## config.mk

```make
export PLATFORM = sky130hd
export DESIGN_NAME = fsc_ctrl
export DESIGN_NICKNAME = d
export VERILOG_FILES = /design/src/design/fsc_pkg.sv /design/src/design/fsc_bus_if.sv /design/src/design/fsc_cycle_eng.sv /design/src/design/fsc_ctrl.sv
export SDC_FILE = /design/constraint.sdc
export NUM_CORES = 1
export LEC_CHECK = 0
export BUFFER_PORTS_ARGS = -buffer_cell sky130_fd_sc_hd__buf_2
export CAP_MARGIN = 5
export CORE_MARGIN = 2
export CORE_UTILIZATION = 55
export DETAILED_ROUTE_END_ITERATION = 10
export GPL_TIMING_DRIVEN = 0
export PLACE_DENSITY = 0.76
export SETUP_SLACK_MARGIN = 0.15
export SYNTH_ARGS = -nofsm -noshare
export SYNTH_HDL_FRONTEND = slang
export SYNTH_SLANG_ARGS = --single-unit
```

## constraint.sdc

```tcl
create_clock -name i_core_clk -period 2.77 [get_ports i_core_clk]
set_input_delay 0.554 -clock i_core_clk [delete_from_list [all_inputs] [get_ports i_core_clk]]
set_output_delay 0.554 -clock i_core_clk [all_outputs]
set_load 0.02 [all_outputs]
```

## src/design/fsc_pkg.sv

```systemverilog
// Purpose: shared constants for the flash command controller
// Assumes: word-wide flash bus, one core clock
// Notes:   command codes and status bit positions of the flash device
package fsc_pkg;
  localparam int          FSC_AW            = 24;
  localparam int          FSC_DW            = 16;
  localparam logic [15:0] FSC_CMD_LOCK_SETUP = 16'h0060;
  localparam logic [15:0] FSC_CMD_LOCK_SET   = 16'h0001;
  localparam logic [15:0] FSC_CMD_UNLOCK_ALL = 16'h00D0;
  localparam logic [15:0] FSC_CMD_READ_ID    = 16'h0090;
  localparam logic [15:0] FSC_CMD_READ_ARRAY = 16'h00FF;
  localparam logic [15:0] FSC_CMD_OTP_SETUP  = 16'h00C0;
  localparam logic [15:0] FSC_CMD_PIN_CFG    = 16'h00B8;
  localparam logic [15:0] FSC_CMD_READ_SR    = 16'h0070;
  localparam logic [15:0] FSC_CMD_CLEAR_SR   = 16'h0050;
  localparam logic [15:0] FSC_OTP_LOCK_DATA  = 16'hFFFD;
  localparam logic [23:0] FSC_LOCK_STAT_OFS  = 24'h000002;
  localparam logic [23:0] FSC_OTP_LOCK_ADDR  = 24'h000080;
  localparam logic [1:0]  FSC_CFG_LEVEL      = 2'h0;
  localparam logic [1:0]  FSC_CFG_PRG_ONLY   = 2'h2;
  localparam logic [5:0]  FSC_CFG_RSVD       = 6'h00;
  localparam int          FSC_SR_READY       = 7;
  localparam int          FSC_SR_ERASE_ERR   = 5;
  localparam int          FSC_SR_PROG_ERR    = 4;
  localparam int          FSC_SR_LOCKED_ERR  = 1;
  localparam int          FSC_CLK_PERIOD_PS  = 4000;
  localparam int          FSC_T_WE_NS        = 40;
  localparam int          FSC_T_RD_NS        = 100;
  localparam int          FSC_WE_CYC  = (FSC_T_WE_NS * 1000 + FSC_CLK_PERIOD_PS - 1) / FSC_CLK_PERIOD_PS;
  localparam int          FSC_RD_CYC  = (FSC_T_RD_NS * 1000 + FSC_CLK_PERIOD_PS - 1) / FSC_CLK_PERIOD_PS;
  localparam int          FSC_PULSE_NS       = 250;
  localparam int          FSC_PULSE_CYC = (FSC_PULSE_NS * 1000 + FSC_CLK_PERIOD_PS - 1) / FSC_CLK_PERIOD_PS;

  typedef enum logic [2:0] {
    FSC_OP_LOCK,
    FSC_OP_UNLOCK,
    FSC_OP_READ_LOCK,
    FSC_OP_PIN_CFG,
    FSC_OP_OTP_READ,
    FSC_OP_OTP_PROG,
    FSC_OP_CLEAR_SR
  } fsc_op_e;
endpackage : fsc_pkg

```

## src/design/fsc_bus_if.sv

```systemverilog
`timescale 1ns/1ps
// Purpose: one bus cycle request between sequencer and cycle engine
// Assumes: single clock
// Notes:   start is a one-cycle pulse, done likewise
interface fsc_bus_if;
  logic                        start;
  logic                        wr;
  logic [fsc_pkg::FSC_AW-1:0]  addr;
  logic [fsc_pkg::FSC_DW-1:0]  wdata;
  logic [fsc_pkg::FSC_DW-1:0]  rdata;
  logic                        done;
  modport seq (output start, output wr, output addr, output wdata, input rdata, input done);
  modport eng (input start, input wr, input addr, input wdata, output rdata, output done);
endinterface : fsc_bus_if

```

## src/design/fsc_cycle_eng.sv

```systemverilog
`timescale 1ns/1ps
// Purpose: one asynchronous flash bus cycle, write or read
// Assumes: flash pins registered, data in sampled synchronously
// Notes:   strobe held a rounded-up number of core cycles
module fsc_cycle_eng #(
  parameter int WE_CYC = fsc_pkg::FSC_WE_CYC,
  parameter int RD_CYC = fsc_pkg::FSC_RD_CYC
) (
  input  wire logic                       i_core_clk,
  input  wire logic                       i_rst,
  fsc_bus_if.eng                          bus,
  input  wire logic [fsc_pkg::FSC_DW-1:0] i_dq,
  output logic      [fsc_pkg::FSC_AW-1:0] o_addr,
  output logic      [fsc_pkg::FSC_DW-1:0] o_dq,
  output logic                            o_dq_oe,
  output logic                            o_ce_n,
  output logic                            o_we_n,
  output logic                            o_oe_n
);
  import fsc_pkg::*;

  initial begin
    if (WE_CYC < 1 || RD_CYC < 1 || WE_CYC > 255 || RD_CYC > 255) $error("fsc_cycle_eng: bad strobe count");
  end

  typedef struct packed {
    logic          busy;
    logic          wr;
    logic [7:0]    cnt;
    logic [FSC_AW-1:0] addr;
    logic [FSC_DW-1:0] dq;
    logic          dq_oe;
    logic          ce_n;
    logic          we_n;
    logic          oe_n;
    logic [FSC_DW-1:0] rdata;
    logic          done;
  } fsc_eng_s;

  fsc_eng_s st_reg;
  fsc_eng_s st_next;

  always_comb begin
    st_next = st_reg;
    st_next.done = 1'b0;
    if (!st_reg.busy) begin
      if (bus.start) begin
        st_next.busy  = 1'b1;
        st_next.wr    = bus.wr;
        st_next.addr  = bus.addr;
        st_next.dq    = bus.wdata;
        st_next.dq_oe = bus.wr;
        st_next.ce_n  = 1'b0;
        st_next.we_n  = !bus.wr;
        st_next.oe_n  = bus.wr;
        st_next.cnt   = bus.wr ? 8'(WE_CYC) : 8'(RD_CYC);
      end
    end else if (st_reg.cnt > 8'h01) begin
      st_next.cnt = st_reg.cnt - 8'h01;
    end else begin
      // data sampled on the edge that raises the strobes; strobes and data drive all release in the same cycle
      if (!st_reg.wr) st_next.rdata = i_dq;
      st_next.busy  = 1'b0;
      st_next.ce_n  = 1'b1;
      st_next.we_n  = 1'b1;
      st_next.oe_n  = 1'b1;
      st_next.dq_oe = 1'b0;
      st_next.done  = 1'b1;
    end
  end

  always_ff @(posedge i_core_clk) begin
    if (i_rst) begin
      st_reg      <= '0;
      st_reg.ce_n <= 1'b1;
      st_reg.we_n <= 1'b1;
      st_reg.oe_n <= 1'b1;
    end else begin
      st_reg <= st_next;
    end
  end

  assign bus.rdata = st_reg.rdata;
  assign bus.done  = st_reg.done;
  assign o_addr    = st_reg.addr;
  assign o_dq      = st_reg.dq;
  assign o_dq_oe   = st_reg.dq_oe;
  assign o_ce_n    = st_reg.ce_n;
  assign o_we_n    = st_reg.we_n;
  assign o_oe_n    = st_reg.oe_n;
endmodule : fsc_cycle_eng

```

## src/design/fsc_ctrl.sv

```systemverilog
`timescale 1ns/1ps
// Contract
// RULE1: code 00 means ready level on pin
// RULE2: code 01 pulses on erase completion
// RULE3: code 11 pulses on erase or program
// RULE4: host never sends code 10
// RULE5: completion pulse low about 250 ns
// RULE6: bad code sets both error flags
// RULE7: reserved config bits sent as zero
// RULE8: lock block: 0060h then 0001h in block
// RULE9: unlock all: 0060h then 00D0h anywhere
// RULE10: lock bits survive reset and power
// RULE11: locked blocks refuse program and erase
// RULE12: lock setup switches reads to status
// RULE13: completion shown by pin and ready flag
// RULE14: no lock ops while busy or suspended; code checks only the level-mode busy pin
// RULE15: low enable supply freezes lock bits
// RULE16: lock errors stay until status cleared
// RULE17: lock state at block base plus 02h
// RULE18: 128-bit array, two 64-bit halves
// RULE19: 0090h enters id read, 00FFh leaves
// RULE20: 00C0h then address and data write
// RULE21: out-of-range program sets program error
// RULE22: locked segment sets program and locked
// RULE23: lock user half with 0xFFFD at lock word
// RULE24: pin config 00B8h then code, when idle; idle checked only in level mode
// RULE25: default pin level low while busy
//
// Purpose: host-side sequencer for flash locking, status-pin setup and OTP access
// Assumes: word-wide device, pins sampled on core clock, status read polling
// Notes:   one operation at a time; o_busy high until the result is posted
module fsc_ctrl #(
  parameter int POLL_MAX = 4096
) (
  input  wire logic                       i_core_clk,
  input  wire logic                       i_rst,
  input  wire logic                       i_req,
  input  wire fsc_pkg::fsc_op_e           i_op,
  input  wire logic [fsc_pkg::FSC_AW-1:0] i_addr,
  input  wire logic [fsc_pkg::FSC_DW-1:0] i_wdata,
  input  wire logic [1:0]                 i_pin_code,
  input  wire logic                       i_status_output_pin,
  input  wire logic [fsc_pkg::FSC_DW-1:0] i_dq,
  output logic                            o_busy,
  output logic                            o_done,
  output logic      [fsc_pkg::FSC_DW-1:0] o_rdata,
  output logic      [7:0]                 o_status,
  output logic                            o_err,
  output logic                            o_refused,
  output logic                            o_evt_pulse,
  output logic      [fsc_pkg::FSC_AW-1:0] o_addr,
  output logic      [fsc_pkg::FSC_DW-1:0] o_dq,
  output logic                            o_dq_oe,
  output logic                            o_ce_n,
  output logic                            o_we_n,
  output logic                            o_oe_n
);
  import fsc_pkg::*;

  initial begin
    if (POLL_MAX < 1 || POLL_MAX > 65535) $error("fsc_ctrl: bad POLL_MAX");
  end

  typedef enum logic [3:0] {
    S_IDLE,
    S_W1,
    S_W2,
    S_RD,
    S_POLL,
    S_EXIT,
    S_CLEAR,
    S_FIN
  } fsc_state_e;

  typedef struct packed {
    fsc_state_e        state;
    fsc_op_e           op;
    logic [FSC_AW-1:0] addr;
    logic [FSC_DW-1:0] wdata;
    logic              issued;
    logic [15:0]       polls;
    logic              busy;
    logic              done;
    logic [FSC_DW-1:0] rdata;
    logic [7:0]        status;
    logic              err;
    logic              refused;
    logic              pin_d;
    logic [1:0]        pin_mode;
    logic              evt;
  } fsc_ctrl_s;

  fsc_ctrl_s   st_reg;
  fsc_ctrl_s   st_next;
  logic        b_start;
  logic        b_wr;
  logic [FSC_AW-1:0] b_addr;
  logic [FSC_DW-1:0] b_wdata;

  fsc_bus_if bus_if ();
  assign bus_if.start = b_start;
  assign bus_if.wr    = b_wr;
  assign bus_if.addr  = b_addr;
  assign bus_if.wdata = b_wdata;

  fsc_cycle_eng u_eng (
    .i_core_clk (i_core_clk),
    .i_rst      (i_rst),
    .bus        (bus_if),
    .i_dq       (i_dq),
    .o_addr     (o_addr),
    .o_dq       (o_dq),
    .o_dq_oe    (o_dq_oe),
    .o_ce_n     (o_ce_n),
    .o_we_n     (o_we_n),
    .o_oe_n     (o_oe_n)
  );

  // first word of each two-cycle sequence
  function automatic logic [FSC_DW-1:0] first_word(input fsc_op_e op);
    case (op)
      FSC_OP_LOCK:      first_word = FSC_CMD_LOCK_SETUP;
      FSC_OP_UNLOCK:    first_word = FSC_CMD_LOCK_SETUP;
      FSC_OP_PIN_CFG:   first_word = FSC_CMD_PIN_CFG;
      FSC_OP_OTP_PROG:  first_word = FSC_CMD_OTP_SETUP;
      FSC_OP_CLEAR_SR:  first_word = FSC_CMD_CLEAR_SR;
      default:          first_word = FSC_CMD_READ_ID;
    endcase
  endfunction : first_word

  always_comb begin
    st_next = st_reg;
    st_next.done = 1'b0;
    st_next.refused = 1'b0;
    st_next.evt = 1'b0;
    st_next.pin_d = i_status_output_pin;
    b_start = 1'b0;
    b_wr    = 1'b1;
    b_addr  = st_reg.addr;
    b_wdata = first_word(st_reg.op);
    // RULE2: erase completion edge
    // RULE3: program completion edge too
    if (st_reg.pin_mode != FSC_CFG_LEVEL && st_reg.pin_d && !i_status_output_pin) begin
      st_next.evt = 1'b1;
    end
    case (st_reg.state)
      S_IDLE: begin
        if (i_req) begin
          // RULE4: unsupported code never issued
          if (i_op == FSC_OP_PIN_CFG && i_pin_code == FSC_CFG_PRG_ONLY) begin
            st_next.refused = 1'b1;
          // RULE1: level pin high means ready
          // RULE14: lock ops refused while level pin shows busy; not checked in pulse modes
          // RULE24: config refused while level pin shows busy; not checked in pulse modes
          end else if ((i_op == FSC_OP_LOCK || i_op == FSC_OP_UNLOCK || i_op == FSC_OP_PIN_CFG)
                       && st_reg.pin_mode == FSC_CFG_LEVEL && !i_status_output_pin) begin
            st_next.refused = 1'b1;
          end else begin
            st_next.op     = i_op;
            st_next.addr   = i_addr;
            st_next.wdata  = i_wdata;
            st_next.busy   = 1'b1;
            st_next.issued = 1'b0;
            st_next.state  = S_W1;
          end
        end
      end
      S_W1: begin
        // RULE19: id mode entry before reads
        b_start = !st_reg.issued;
        st_next.issued = 1'b1;
        if (bus_if.done) begin
          st_next.issued = 1'b0;
          if (st_reg.op == FSC_OP_CLEAR_SR) begin
            // RULE16: errors dropped only by clear or reset
            st_next.status = '0;
            st_next.state  = S_FIN;
          end else if (st_reg.op == FSC_OP_READ_LOCK || st_reg.op == FSC_OP_OTP_READ) begin
            st_next.state = S_RD;
          end else begin
            st_next.state = S_W2;
          end
        end
      end
      S_W2: begin
        b_start = !st_reg.issued;
        case (st_reg.op)
          // RULE8: confirm inside target block
          FSC_OP_LOCK:     b_wdata = FSC_CMD_LOCK_SET;
          // RULE9: confirm clears all blocks
          FSC_OP_UNLOCK:   b_wdata = FSC_CMD_UNLOCK_ALL;
          // RULE7: reserved bits driven zero
          FSC_OP_PIN_CFG:  b_wdata = {8'h00, FSC_CFG_RSVD, i_pin_code};
          // RULE20: address and data latched
          // RULE23: lock word data given by user
          default:         b_wdata = st_reg.wdata;
        endcase
        st_next.issued = 1'b1;
        if (bus_if.done) begin
          st_next.issued = 1'b0;
          st_next.polls  = '0;
          if (st_reg.op == FSC_OP_PIN_CFG) begin
            st_next.pin_mode = i_pin_code;
            st_next.state    = S_EXIT;
          end else begin
            st_next.state = S_POLL;
          end
        end
      end
      S_RD: begin
        // RULE17: lock state at base plus 02h
        b_wr   = 1'b0;
        b_addr = (st_reg.op == FSC_OP_READ_LOCK) ? st_reg.addr + FSC_LOCK_STAT_OFS : st_reg.addr;
        b_start = !st_reg.issued;
        st_next.issued = 1'b1;
        if (bus_if.done) begin
          st_next.issued = 1'b0;
          st_next.rdata  = bus_if.rdata;
          st_next.state  = S_EXIT;
        end
      end
      S_POLL: begin
        // RULE12: reads already return status
        // RULE13: wait for ready flag
        b_wr   = 1'b0;
        b_start = !st_reg.issued;
        st_next.issued = 1'b1;
        if (bus_if.done) begin
          st_next.issued = 1'b0;
          st_next.polls  = st_reg.polls + 16'h0001;
          if (bus_if.rdata[FSC_SR_READY] || st_reg.polls == 16'(POLL_MAX - 1)) begin
            // RULE6: both flags kept sticky
            // RULE21: program error captured
            // RULE22: locked error captured
            st_next.status = st_reg.status | bus_if.rdata[7:0];
            st_next.rdata  = bus_if.rdata;
            st_next.err    = !bus_if.rdata[FSC_SR_READY]
                             || bus_if.rdata[FSC_SR_PROG_ERR]
                             || bus_if.rdata[FSC_SR_ERASE_ERR]
                             || bus_if.rdata[FSC_SR_LOCKED_ERR];
            st_next.state  = S_EXIT;
          end
        end
      end
      S_EXIT: begin
        // leave status/id mode so array reads work again
        b_wdata = FSC_CMD_READ_ARRAY;
        b_start = !st_reg.issued;
        st_next.issued = 1'b1;
        if (bus_if.done) begin
          st_next.issued = 1'b0;
          st_next.state  = S_FIN;
        end
      end
      S_FIN: begin
        st_next.busy  = 1'b0;
        st_next.done  = 1'b1;
        st_next.state = S_IDLE;
      end
      default: st_next.state = S_IDLE;
    endcase
  end

  // RULE10: lock bits live in the device
  // RULE11: refusal reported via status
  // RULE15: supply lockout shows as error
  // RULE18: array reached by address
  // RULE25: level mode after reset
  always_ff @(posedge i_core_clk) begin
    if (i_rst) begin
      st_reg          <= '0;
      st_reg.state    <= S_IDLE;
      st_reg.pin_mode <= FSC_CFG_LEVEL;
      st_reg.pin_d    <= 1'b1;
    end else begin
      st_reg <= st_next;
    end
  end

  assign o_busy      = st_reg.busy;
  assign o_done      = st_reg.done;
  assign o_rdata     = st_reg.rdata;
  assign o_status    = st_reg.status;
  assign o_err       = st_reg.err;
  assign o_refused   = st_reg.refused;
  // RULE5: falling edge of pulse detected
  assign o_evt_pulse = st_reg.evt;
endmodule : fsc_ctrl

```

== Word-level counts from Yosys, hierarchy flattened ==
Index checks and enable logic that the tools add are counted.

* Add/subtract/negate cells: 3
* $lt $le $gt $ge: 1
* Equal/unequal tests: 28
* Muxes and demuxes: 49
* Bitwise gates (word level): 8
* Reduce and logical (&&, ||, !) cells: 45

{| class="wikitable"
|+ Operators with widths
! operator !! number
|-
| $mux 48 || 3
|-
| $pmux 16 s2 || 3
|-
| $mux 54 || 1
|-
| $mux 25 || 2
|-
| $mux 24 || 2
|-
| $pmux 16 s3 || 1
|-
| $mux 17 || 2
|-
| $mux 16 || 2
|-
| $mux 4 || 8
|-
| $mux 8 || 4
|-
| $pmux 8 s4 || 1
|-
| $add 24x2->24 const B || 1
|-
| $pmux 4 s6 || 1
|-
| $mux 21 || 1
|-
| $add 16x1->16 const B || 1
|-
| $eq 16x12->1 const B || 1
|-
| $pmux 8 s2 || 1
|-
| $reduce_and 4->1 || 4
|-
| $mux 1 || 14
|-
| $ne 2x2->1 const B || 7
|-
| $eq 4x3->1 const B || 3
|-
| $reduce_and 3->1 || 4
|-
| $reduce_bool 2->1 || 6
|-
| $ne 2x1->1 const B || 5
|-
| other kinds (26) || 56
|}

* Register bits: 167
* Input bits: 65
* Logic and storage cells: 160

== Logic depth before layout (Yosys ltp) ==
Gate-level depths: netlist (run 1).

* Word-level depth: 9
* Gate-level depth with buffers: 9

== By module ==
Synthesis (run 1) repeated with hierarchy kept, for this count alone.

* Cells, all modules: 999
* Area total of the unflattened synthesis: 8131.5 µm²

{| class="wikitable"
|+ Modules (own cells, without submodules)
! module !! times used !! cells an instance !! area an instance (µm²) !! seq. area each (µm²)
|-
| fsc_ctrl || 1 || 618 || 5098.6 || 1901.8
|-
| fsc_cycle_eng || 1 || 381 || 3032.9 || 1421.4
|}

== Least setup slack after synthesis (run 1) ==
No wires, ideal clock.

* Kind: in2reg
* From: input port i_status_output_pin
* To: register st_reg[49] (netlist name)
* Setup time: 0.132 ns
* Arrival time: 1.740 ns
* Setup slack: 0.898 ns
* Stages on the path: 7
* Buffers on the path: 2
* Cell sequence: or3_1 -> a221o_1 -> nor2b_1 -> buf_2 -> buf_2 -> nand2_1 -> a21oi_1

* Longest elaborated chain between the ends: 4

{| class="wikitable"
|+ RTL lines
! what !! line !! source
|-
| start, declared || fsc_ctrl.sv:42 || <nowiki>input wire logic i_status_output_pin,</nowiki>
|-
| $logic_not 1->1 || fsc_ctrl.sv:156 || <nowiki>&& st_reg.pin_mode == FSC_CFG_LEVEL && !i_status_output_pin) begin</nowiki>
|-
| $logic_and 1x1->1 || fsc_ctrl.sv:156 ||
|-
| $not 1->1 (no source line) || -- ||
|-
| $reduce_and 4->1 (no source line) || -- ||
|-
| end signal, assigned || fsc_ctrl.sv:276 || <nowiki>st_reg <= st_next;</nowiki>
|-
| end, declared || fsc_ctrl.sv:93 || <nowiki>fsc_ctrl_s st_reg;</nowiki>
|}

No other way between the ends.
A chain may end at the register's enable or synchronous reset.

== Worst setup path in the final report (run 1) ==
* From: register st_reg[94] (netlist name)
* To: register u_eng.st_reg (netlist bit u_eng.o_dq[8])

* Longest elaborated chain between the ends: 4
* Elaborated cells between the ends (all ways): 9
* Classes of those cells: 5 x eq/ne; 2 x mux; 2 x reduce/logical

{| class="wikitable"
|+ RTL lines
! what !! line !! source
|-
| $eq 4x3->1, or another cell as far along || fsc_ctrl.sv:146 || <nowiki>case (st_reg.state)</nowiki>
|-
| $reduce_or 5->1 (no source line) || -- ||
|-
| $mux 1 || -- ||
|-
| $reduce_and 2->1 (no source line) || -- ||
|-
| end signal, assigned || fsc_cycle_eng.sv:79 || <nowiki>st_reg <= st_next;</nowiki>
|-
| end, declared || fsc_cycle_eng.sv:40 || <nowiki>fsc_eng_s st_reg;</nowiki>
|}

Several ways; a longest one is shown, not always the timed one.

==> run summary, run 1 <==
## Status
* complete, no violations — status

## Worst setup path
* flop — category of the worst setup path capture point
* 2 — CP bufs+invs
* reg -> reg — Crit Path Category
* 2.55 ns — data arrival time of the critical path
* 10 — highest fanout seen on the critical path
* buf_6 -> buf_2 -> nand2_1 -> nand3_1 -> nor3_2 -> a22oi_1 -> nor2_1 — cell-by-cell listing of the critical path
* 0.68 ns — critical path's largest stage delay
* simple AND/OR/NAND/NOR gates — cell family with the largest share of critical-path delay
* 3.13 ns — data required time at the worst endpoint
* nor3_2 — cell type of the slowest stage on the worst timing path
* flop — category of the worst setup path launch point

## Clock network
* 0.06 ns — Reg clk slew, reported paths
* 0 — post-cts gate resize count
* 0.43 ns — clock insertion delay at the later pin of the skew report
* 4 — H-Tree Level Count
* 17 — number of buffers created by CTS
* 0 — number of buffers inserted for hold repair after clock tree synthesis
* 2 — buffers from clock root to sink, at most
* clkbuf_16 — CTS Root Buffer Type
* 0 — Post-CTS Repair Setup Buffers
* 166 — sinks on the clock net
* yes — clock tree from TritonCTS

## Logic synthesis
* 166 — number of flip-flops and latches in the synthesized netlist
* 75 — number of distinct standard cells referenced by the synthesized netlist
* 993 — Post-Synthesis Net Count
* 0 — share of flip-flops with an asynchronous set or reset
* dfxtp_1 (43%), buf_4 (6.4%), nand2_1 (6.4%), a21oi_1 (5.5%), nor2_1 (4.4%) — dominant cells by area after synthesis
* 0.175 — post-synthesis compound-gate area fraction
* 0.0317 — mux contribution to synthesized area
* 0.427 — fraction of synthesized cell area taken by the top area cell type
* 8.41 um2 — syn_area_per_cell
* 0 — EDFF count, synth
* simple AND/OR/NAND/NOR gates — largest family of logic cells by synthesized area
* 7770 um2 — cell area after synthesis
* 0.00773 — fraction of the mapped netlist area in adder cells
* dfxtp_1 (166), nand2_1 (132), nor2_1 (91) — commonest cells in the synthesized netlist
* 0.230 — basic-gate share of the synthesized area counting and, or, nand and nor cells
* 0.0225 — xor/xnor cell area share of the yosys netlist
* 0.427 — part of the Yosys area used for sequential elements
* dfxtp_1 — most common cell in the synthesized netlist
* dfxtp_1 — ys flop type
* 924 — Syn Inst Count
* 0 — warning count from the yosys run
* dfxtp_1 — leading area contributor after synthesis

## Final layout
* 1,149 — net total in the final layout
* 0.272 — layout cells sized above 1
* 9280 um2 — post-route cell area
* 66 — number of flip-flops in the largest register
* 1,201 — number of inserted filler cells in the final layout
* 19.4% — Area growth, synth to finish

## Pwr
* 3.78 nW — leakage dissipation
* 0.000491 V — Worst IR Drop VDD
* 640 nW/um2 — Power Density

## Floorplan
* 15,100 um2 — die area
* 138 — number of placed I/O pins
* 13,800 um2 — core outline area
* 43 — number of placement rows
* 123 um — die boundary height
* 123 um — Die Wd
* 0.562 — initial core utilization

## Placement
* 8680 um2 — total placed instance area
* 137 — number of buffer cells added on primary ports
* 0.871 — routability congestion estimate
* 14,400 um — half-perimeter wire length of the detailed placement result

## Hold path
* in -> reg — type of the tightest min-delay check

## Timing
* false — unrepaired setup endpoints after global routing
* 0.398 — Worst slew margin
* 0.789 — Final Cycle Share
* 0 — number of hold violations in the final report
* 0.00805 ns — largest clock skew in the final design
* 2.18 ns — minimum clock period after layout
* 458 MHz — highest attainable clock frequency
* 0 — final max-slew violation count
* 0.357 ns — Fin Hold WS
* 0 — Finish-stage setup viols
* 0 ns — total negative slack
* 0.894 ns — actual transition at the worst max-transition pin

## Detailed routing
* 20,400 um — final WL
* 7 — number of detailed-routing iterations run before antenna repair
* 5.54 — ratio of routed vias to standard cells
* 7,054 — via count
* 662 — DRT iter0 DRCs
* 16.0 um — routed length per placed instance
* 0 — number of remaining DRC errors
* 0 — remaining number of nets flagged by the antenna check after routing

## GRT
* 32,600 um — global-route wire length before repair
* 0 — Remaining Overflow, GRT
* 1 — initial antenna violation count
* 0.278 — overall track demand over capacity in global routing
* 17 — largest net degree at the start of global routing
* 6,588 — number of global-route vias before repair

## Flow run
* 0 — number of max-cap violations

metal layers:
metal  GRT usage  vias to the layer above  share of wire
met5           0                        -              0
met2       0.445                      222           0.47
met3      0.0623                       24          0.073
li1            -                     3491              -
met1       0.376                     3317           0.44
met4      0.0805                        0          0.015
through the flow:
stage,power [mW],setup slack [ns],util,std cells
2_1_floorplan,3.31,0.898,-,924
3_3_place_gp,3.58,0.494,0.628,1241
3_5_place_dp,3.59,0.502,0.628,1241
4_1_cts,5.94,0.635,0.671,1273
5_1_grt,6.17,0.422,0.671,1273
6_report,5.94,0.585,0.671,1274
kinds of logic (layout without fill, tap and decap cells):
kind of cell,count (synthesis),in the layout
AO/OA/AOI/OAI,216,216
XOR/XNOR,20,20
adder cells (fa/ha/maj),5,5
buffers and inverters,137,306
flip-flops,166,166
multiplexers,23,23
other,0,1
AND/OR/NAND/NOR,357,357
worst paths after layout:
path,start,cells after the start,slack (ns),to
max,st_reg[94],7,0.59,u_eng.o_dq[8]
min,i_wdata[8],3,0.36,st_reg[57]
min reg2reg,st_reg[60],2,0.45,st_reg[60]
max reg2reg,st_reg[94],7,0.59,u_eng.o_dq[8]
placed cells by master, fill, tap and decap left out, types with 3 or more instances in the layout:
master     instances
dfxtp_1          166
buf_2            159
nand2_1          132
nor2_1            91
a21oi_1           86
buf_4             66
o21ai_0           41
nand3_1           32
clkbuf_1          29
nor3_1            26
a211oi_1          24
mux2i_1           19
xnor2_1           18
clkbuf_16         17
inv_1             13
a22oi_1           11
a311oi_1          10
o21a_1             9
and3_1             9
a31oi_1            7
nor3_2             7
or3_1              6
nand4_1            6
nor2b_1            5
and4_1             5
clkinv_2           5
buf_6              4
or2_2              4
and2_1             4
a21o_1             4
ha_1               4
clkinv_4           4
nand3b_1           3
mux2_2             3
nor3b_1            3
nand4b_1           3
nor4_2             3
clkbuf_8           3
worst register-to-register path, delay by kind of cell, from the launching register on:
kind                   cells  cell delay (ns)
buffers and inverters      2             0.31
and+or+nand+nor            4             1.34
AOI/OAI and AO/OA          1             0.14
DFF                        1             0.32
where the power goes:
part	internal, mW	leakage [nW]	switching [mW]
Clock	1.40	0.296	0.982
Sequential	2.53	1.35	0.113
Combinational	0.365	2.14	0.546
final cells by class:
class                      count  area [um2]  share of cell area
antenna                        1        2.50            0.000270
buffer                       124         772              0.0832
timing repair buffer         137         686              0.0739
sequential                   166        3320               0.358
clock buffer                  20         467              0.0503
tap                          180         225              0.0243
multi-input combinational    621        3630               0.391
inverter                      13        48.8             0.00526
clock inverter                12         128              0.0138
No activity file was read; power rests on OpenSTA's default activity.
==> run 2: changes to the inputs <==
Clock period 2.77 ns to 2.1 ns, I/O delays scaled along.
==> run 2 against run 1 <==
  * First-iteration DRC count increased by 12%
  * Sequential power increased by 32%
  * Die area unchanged
  * Flip-flop and latch count unchanged
  * Via count increased by 1.7%
  * Setup slack got worse by 0.41 ns
  * Register-to-register slack got worse by 0.41 ns
  * Largest cell class unchanged
==> run summary, run 2 (same netlist as run 1, synthesis figures left out) <==
## GRT
* 6,700 — number of global-route vias before repair
* 32,900 um — global-route wire length before repair
* 17 — largest net degree at the start of global routing
* 1 — initial antenna violation count
* 0 — Remaining Overflow, GRT
* 0.281 — overall track demand over capacity in global routing

## Timing
* 0.221 ns — Fin Hold WS
* 0.915 — Final Cycle Share
* 0.00708 ns — largest clock skew in the final design
* 0.714 ns — actual transition at the worst max-transition pin
* 0.524 — Worst slew margin
* 0 — final max-slew violation count
* 520 MHz — highest attainable clock frequency
* true — unrepaired setup endpoints after global routing
* 0 ns — total negative slack
* 0 — Finish-stage setup viols
* 1.92 ns — minimum clock period after layout
* 0 — number of hold violations in the final report
* 0.179 ns — setup slack after layout

## Final layout
* 1,157 — net total in the final layout
* 1,282 — final cell count without fillers
* 3330 um2 — sequential cell area in the final layout
* dfxtp_1 (161), buf_2 (145), nand2_1 (131) — commonest cells after routing, fill and taps aside
* 23.6% — Area growth, synth to finish
* 0.311 — layout cells sized above 1
* 66 — number of flip-flops in the largest register
* 1,156 — number of inserted filler cells in the final layout
* dfxtp_1 — leading cell type in the layout, fill and taps excluded
* 3790 um2 — area of combinational cells with multiple inputs

## Clock network
* 166 — sinks on the clock net
* 0.43 ns — clock insertion delay at the later pin of the skew report
* yes — clock tree from TritonCTS
* 0.06 ns — Reg clk slew, reported paths
* 2 — buffers from clock root to sink, at most
* 17 — number of buffers created by CTS
* 4 — H-Tree Level Count
* clkbuf_16 — CTS Root Buffer Type

## Worst setup path
* flop — category of the worst setup path launch point
* 7 — number of cells on the critical path
* 2.22 ns — data arrival time of the critical path
* reg -> reg — Crit Path Category
* 7 — Worst R2R Path Depth
* flop — category of the worst setup path capture point
* 2 — CP bufs+invs
* st_reg[65] — endpoint of the worst register-to-register path
* st_reg[65] — CP endpoint
* st_reg[1] — Critical Path Source
* 0.18 ns — worst-case register-to-register setup slack
* 2.40 ns — data required time at the worst endpoint
* 0.42 ns — critical path's largest stage delay
* or3_4 -> a221o_2 -> nor2b_2 -> buf_6 -> buf_4 -> nand2_1 -> a21oi_1 — cell-by-cell listing of the critical path
* simple AND/OR/NAND/NOR gates — cell family with the largest share of critical-path delay
* st_reg[1] — Worst R2R Start
* 10 — highest fanout seen on the critical path
* a221o_2 — cell type of the slowest stage on the worst timing path

## Placement
* 14,400 um — half-perimeter wire length of the detailed placement result
* -0.0342 ns — dpl ws
* 137 — number of buffer cells added on primary ports
* 0.871 — routability congestion estimate
* 1,241 — number of placed instances, taps included

## Status
* complete, no violations — status

## Flow run
* 0 — number of max-cap violations

## Floorplan
* 123 um — Die Wd
* 0.562 — initial core utilization
* 123 um — die boundary height
* 138 — number of placed I/O pins
* 15,100 um2 — die area
* 13,800 um2 — core outline area
* 43 — number of placement rows

## Pwr
* 823 nW/um2 — Power Density
* 0.278 — net switching fraction of the power
* 3.94 nW — leakage dissipation
* 2.20 mW — net switching power figure
* 0.398 — clock power share
* 0.000619 V — Worst IR Drop VDD
* 0.161 — Comb pwr share
* 5.71 mW — internal power
* 0.442 — sequential cell fraction of total power

## Detailed routing
* 21,000 um — final WL
* 742 — DRT iter0 DRCs
* 5 — number of detailed-routing iterations run before antenna repair
* 7,172 — via count
* 0 — remaining number of nets flagged by the antenna check after routing
* 16.4 um — routed length per placed instance
* 5.59 — ratio of routed vias to standard cells
* 0 — number of remaining DRC errors

## Hold path
* 3 — hold depth
* in -> reg — type of the tightest min-delay check

run 2: changes by cell type in the layout (fill, tap and decap cells not counted), sizes merged:
cell / previous run / this run
buf: 231 / 234
clkbuf: 50 / 55
run 2: layout make-up:
class                   count  share of cell area
diodes                      1            0.000260
flip-flops and latches    166               0.347
inverters                  13             0.00508
clock buffers              20              0.0486
well taps                 180              0.0234
repair buffers            145              0.0780
clock inverters            12              0.0133
multi-input cells         621               0.395
plain buffers             124              0.0900
run 2: timing repair:
| item | CTS | global route |
|---|---|---|
| setup buffers | 5 | 2 |
| setup endpoints to repair | 113 | 142 |
| pin swaps | 5 | 6 |
| gates resized for setup | 15 | 86 |
| cloned | 0 | 1 |
| hold buffers | 0 | 0 |
run 2: how the worst min path moves through the flow:
stage	end	slack [ns]	start
floorplan	u_eng.o_addr[0]	0.43	st_reg[65]
global placement	u_eng.o_ce_n	0.44	u_eng.o_ce_n
detailed placement	st_reg[61]	0.45	st_reg[61]
CTS	st_reg[57]	0.22	i_wdata[8]
global route	u_eng.bus.rdata[10]	0.22	i_dq[10]
finish	st_reg[57]	0.22	i_wdata[8]
run 2: power groups by stage:
stage          registers, mW  logic [mW]  clock network [mW]
2_1_floorplan           3.53       0.839                   0
3_3_place_gp            3.55        1.17                   0
3_5_place_dp            3.56        1.18                   0
4_1_cts                 3.49        1.21                3.16
5_1_grt                 3.51        1.40                3.30
6_report                3.49        1.27                3.15
run 2: per-layer routing:
| metal | GRT usage | up-vias | routed length [um] |
|---|---|---|---|
| li1 | - | 3503 | - |
| met1 | 0.378 | 3393 | 9260 |
| met2 | 0.446 | 247 | 9980 |
| met3 | 0.0655 | 29 | 1450 |
| met4 | 0.0869 | 0 | 316 |
| met5 | 0 | - | 0 |
run 2: worst reg2reg max path, delay by kind of cell (launching register included):
kind / cells / cell delay (ns)
AOI/OAI and AO/OA: 2 / 0.48
buffers and inverters: 2 / 0.32
DFF: 1 / 0.32
and+or+nand+nor: 3 / 0.67
run 2: through the flow:
stage                     total power [mW]  cell area (um2)   util
after floorplan                       4.37             7770      -
after global placement                4.72             8680  0.628
after detailed placement              4.74             8680  0.628
after CTS                             7.86             9370  0.677
after global routing                  8.21             9610  0.695
final                                 7.91             9610  0.695
==> run 3: changes to the inputs <==
Settings changed: CELL_PAD_IN_SITES_DETAIL_PLACEMENT from default to 1, CELL_PAD_IN_SITES_GLOBAL_PLACEMENT from default to 1, CORE_UTILIZATION 55 to 42, PLACE_DENSITY 0.76 to 0.77.
==> run 3 against run 2 <==
  * The run now ends with design-rule violations left
  * Setup slack worse by 0.0066 ns
  * Cell count up 4.1%
  * Cell area up 1.4%
  * Wire length up 15%
  * Fmax down 0.34%
  * Clock power up 2%
  * Flip-flop and latch count unchanged
  * Die area up 30%
  * Sequential power about the same
  * Power up 1.7%
  * First-iteration DRC count down 48%
  * Global-route usage down 4.0 points
  * Critical path type unchanged
  * Critical endpoint is now o_rdata[15]
==> run summary, run 3 (same netlist as run 1, synthesis figures left out) <==
## Status
* finished with violations — status
* design-rule violations — violations in the final reports

## Floorplan
* 140 um — die boundary height
* 0.430 — initial core utilization
* 18,100 um2 — core outline area
* 49 — number of placement rows
* 140 um — Die Wd
* 138 — number of placed I/O pins
* 19,600 um2 — die area

## Timing
* true — unrepaired setup endpoints after global routing
* 1.93 ns — minimum clock period after layout
* 0.215 ns — Fin Hold WS
* 0.510 — Worst slew margin
* 0.0154 ns — largest clock skew in the final design
* 519 MHz — highest attainable clock frequency
* 0.918 — Final Cycle Share
* 0 — Finish-stage setup viols
* 0.728 ns — actual transition at the worst max-transition pin
* 0 — final max-slew violation count
* 0 — number of hold violations in the final report

## Pwr
* 2.44 mW — net switching power figure
* 5.61 mW — internal power
* 825 nW/um2 — Power Density
* 0.303 — net switching fraction of the power
* 0.401 — clock power share
* 0.435 — sequential cell fraction of total power
* 0.000604 V — Worst IR Drop VDD
* 3.99 nW — leakage dissipation
* 0.165 — Comb pwr share

## Worst setup path
* 7 — highest fanout seen on the critical path
* reg -> reg — Crit Path Category
* flop — category of the worst setup path launch point
* 2.24 ns — data arrival time of the critical path
* 0.47 ns — critical path's largest stage delay
* dfxtp_1 — cell type of the slowest stage on the worst timing path
* 5 — Worst R2R Path Depth
* nand4_1 -> nor4_4 -> a211oi_4 -> buf_12 -> o41ai_1 — cell-by-cell listing of the critical path
* 2.41 ns — data required time at the worst endpoint
* flop — category of the worst setup path capture point

## Clock network
* yes — clock tree from TritonCTS
* 17 — number of buffers created by CTS
* 166 — sinks on the clock net
* 4 — H-Tree Level Count
* clkbuf_16 — CTS Root Buffer Type
* 0.07 ns — Reg clk slew, reported paths
* 0 — number of buffers inserted for hold repair after clock tree synthesis
* 2 — buffers from clock root to sink, at most
* 0.44 ns — clock insertion delay at the later pin of the skew report

## Placement
* 16,800 um — half-perimeter wire length of the detailed placement result
* 1,290 — number of placed instances, taps included
* 0.853 — routability congestion estimate
* 8750 um2 — total placed instance area
* 137 — number of buffer cells added on primary ports

## GRT
* 0 — initial antenna violation count
* 0 — Remaining Overflow, GRT
* 7,160 — number of global-route vias before repair
* 0.240 — overall track demand over capacity in global routing
* 18 — largest net degree at the start of global routing
* 37,600 um — global-route wire length before repair

## Final layout
* 25.4% — Area growth, synth to finish
* 2,199 — number of inserted filler cells in the final layout
* 3810 um2 — area of combinational cells with multiple inputs
* 9750 um2 — post-route cell area
* dfxtp_1 (160), buf_2 (142), nand2_1 (129) — commonest cells after routing, fill and taps aside
* 1,335 — final cell count without fillers
* 1,161 — net total in the final layout
* 0.539 — share of the core filled with cells
* dfxtp_1 — leading cell type in the layout, fill and taps excluded
* 66 — number of flip-flops in the largest register
* 0.314 — layout cells sized above 1
* 3340 um2 — sequential cell area in the final layout

## Hold path
* 3 — hold depth
* in -> reg — type of the tightest min-delay check

## Detailed routing
* 18.1 um — routed length per placed instance
* 388 — DRT iter0 DRCs
* 5.37 — ratio of routed vias to standard cells
* 16 — number of remaining DRC errors
* 24,100 um — final WL
* 0 — remaining number of nets flagged by the antenna check after routing
* 7,173 — via count
* 8 — number of detailed-routing iterations run before antenna repair

## Flow run
* 0 — number of max-cap violations

==> run 3: layout make-up <==
| type | instances | area share |
|---|---|---|
| Inverter | 13 | 0.00501 |
| Clock inverter | 14 | 0.0160 |
| Timing Repair Buffer | 149 | 0.0809 |
| Buffer | 124 | 0.0901 |
| Multi-Input combinational cell | 621 | 0.391 |
| Sequential cell | 166 | 0.342 |
| Antenna cell | 1 | 0.000257 |
| Clock buffer | 18 | 0.0451 |
| Tap cell | 229 | 0.0294 |
==> run 3: per-layer routing <==
layer	GRT usage	vias to the layer above	routed length, um
li1	-	3504	-
met1	0.320	3495	11000
met2	0.403	152	11800
met3	0.0379	22	1030
met4	0.0739	0	338
met5	0	-	0
==> run 3: critical path, delay by kind of cell, from the launching register on <==
kind / cells / cell delay, ns
DFF: 1 / 0.47
buffers and inverters: 1 / 0.18
and+or+nand+nor: 2 / 0.62
AOI/OAI and AO/OA: 2 / 0.53
==> run 3: path summary, 6_finish.rpt <==
kind                start                 end  slack (ns)
max reg2reg    st_reg[39]         o_rdata[15]        0.17
min reg2reg  u_eng.o_ce_n        u_eng.o_ce_n        0.44
max            st_reg[39]         o_rdata[15]        0.17
min               i_dq[9]  u_eng.bus.rdata[9]        0.21
==> run 3: power by group through the flow <==
stage / combinational, mW / clock, mW / sequential, mW
finish: 1.33 / 3.22 / 3.50
global route: 1.45 / 3.41 / 3.52
CTS: 1.26 / 3.25 / 3.50
detailed placement: 1.22 / 0 / 3.56
global placement: 1.20 / 0 / 3.56
floorplan: 0.839 / 0 / 3.53
==> run 3: what timing repair did <==
action	CTS	global route
buffers inserted	5	7
gates resized for setup	28	83
pin swaps	5	11
endpoints found under the setup margin	119	126
==> run 3: stage by stage <==
step	setup slack (ns)	power [mW]	setup TNS (ns)
after floorplan	0.291	4.37	0
after detailed placement	-0.124	4.78	-2.77
after global placement	-0.102	4.76	-1.58
after CTS	0.134	8.02	0
after global routing	0.0938	8.38	0
final	0.172	8.04	0
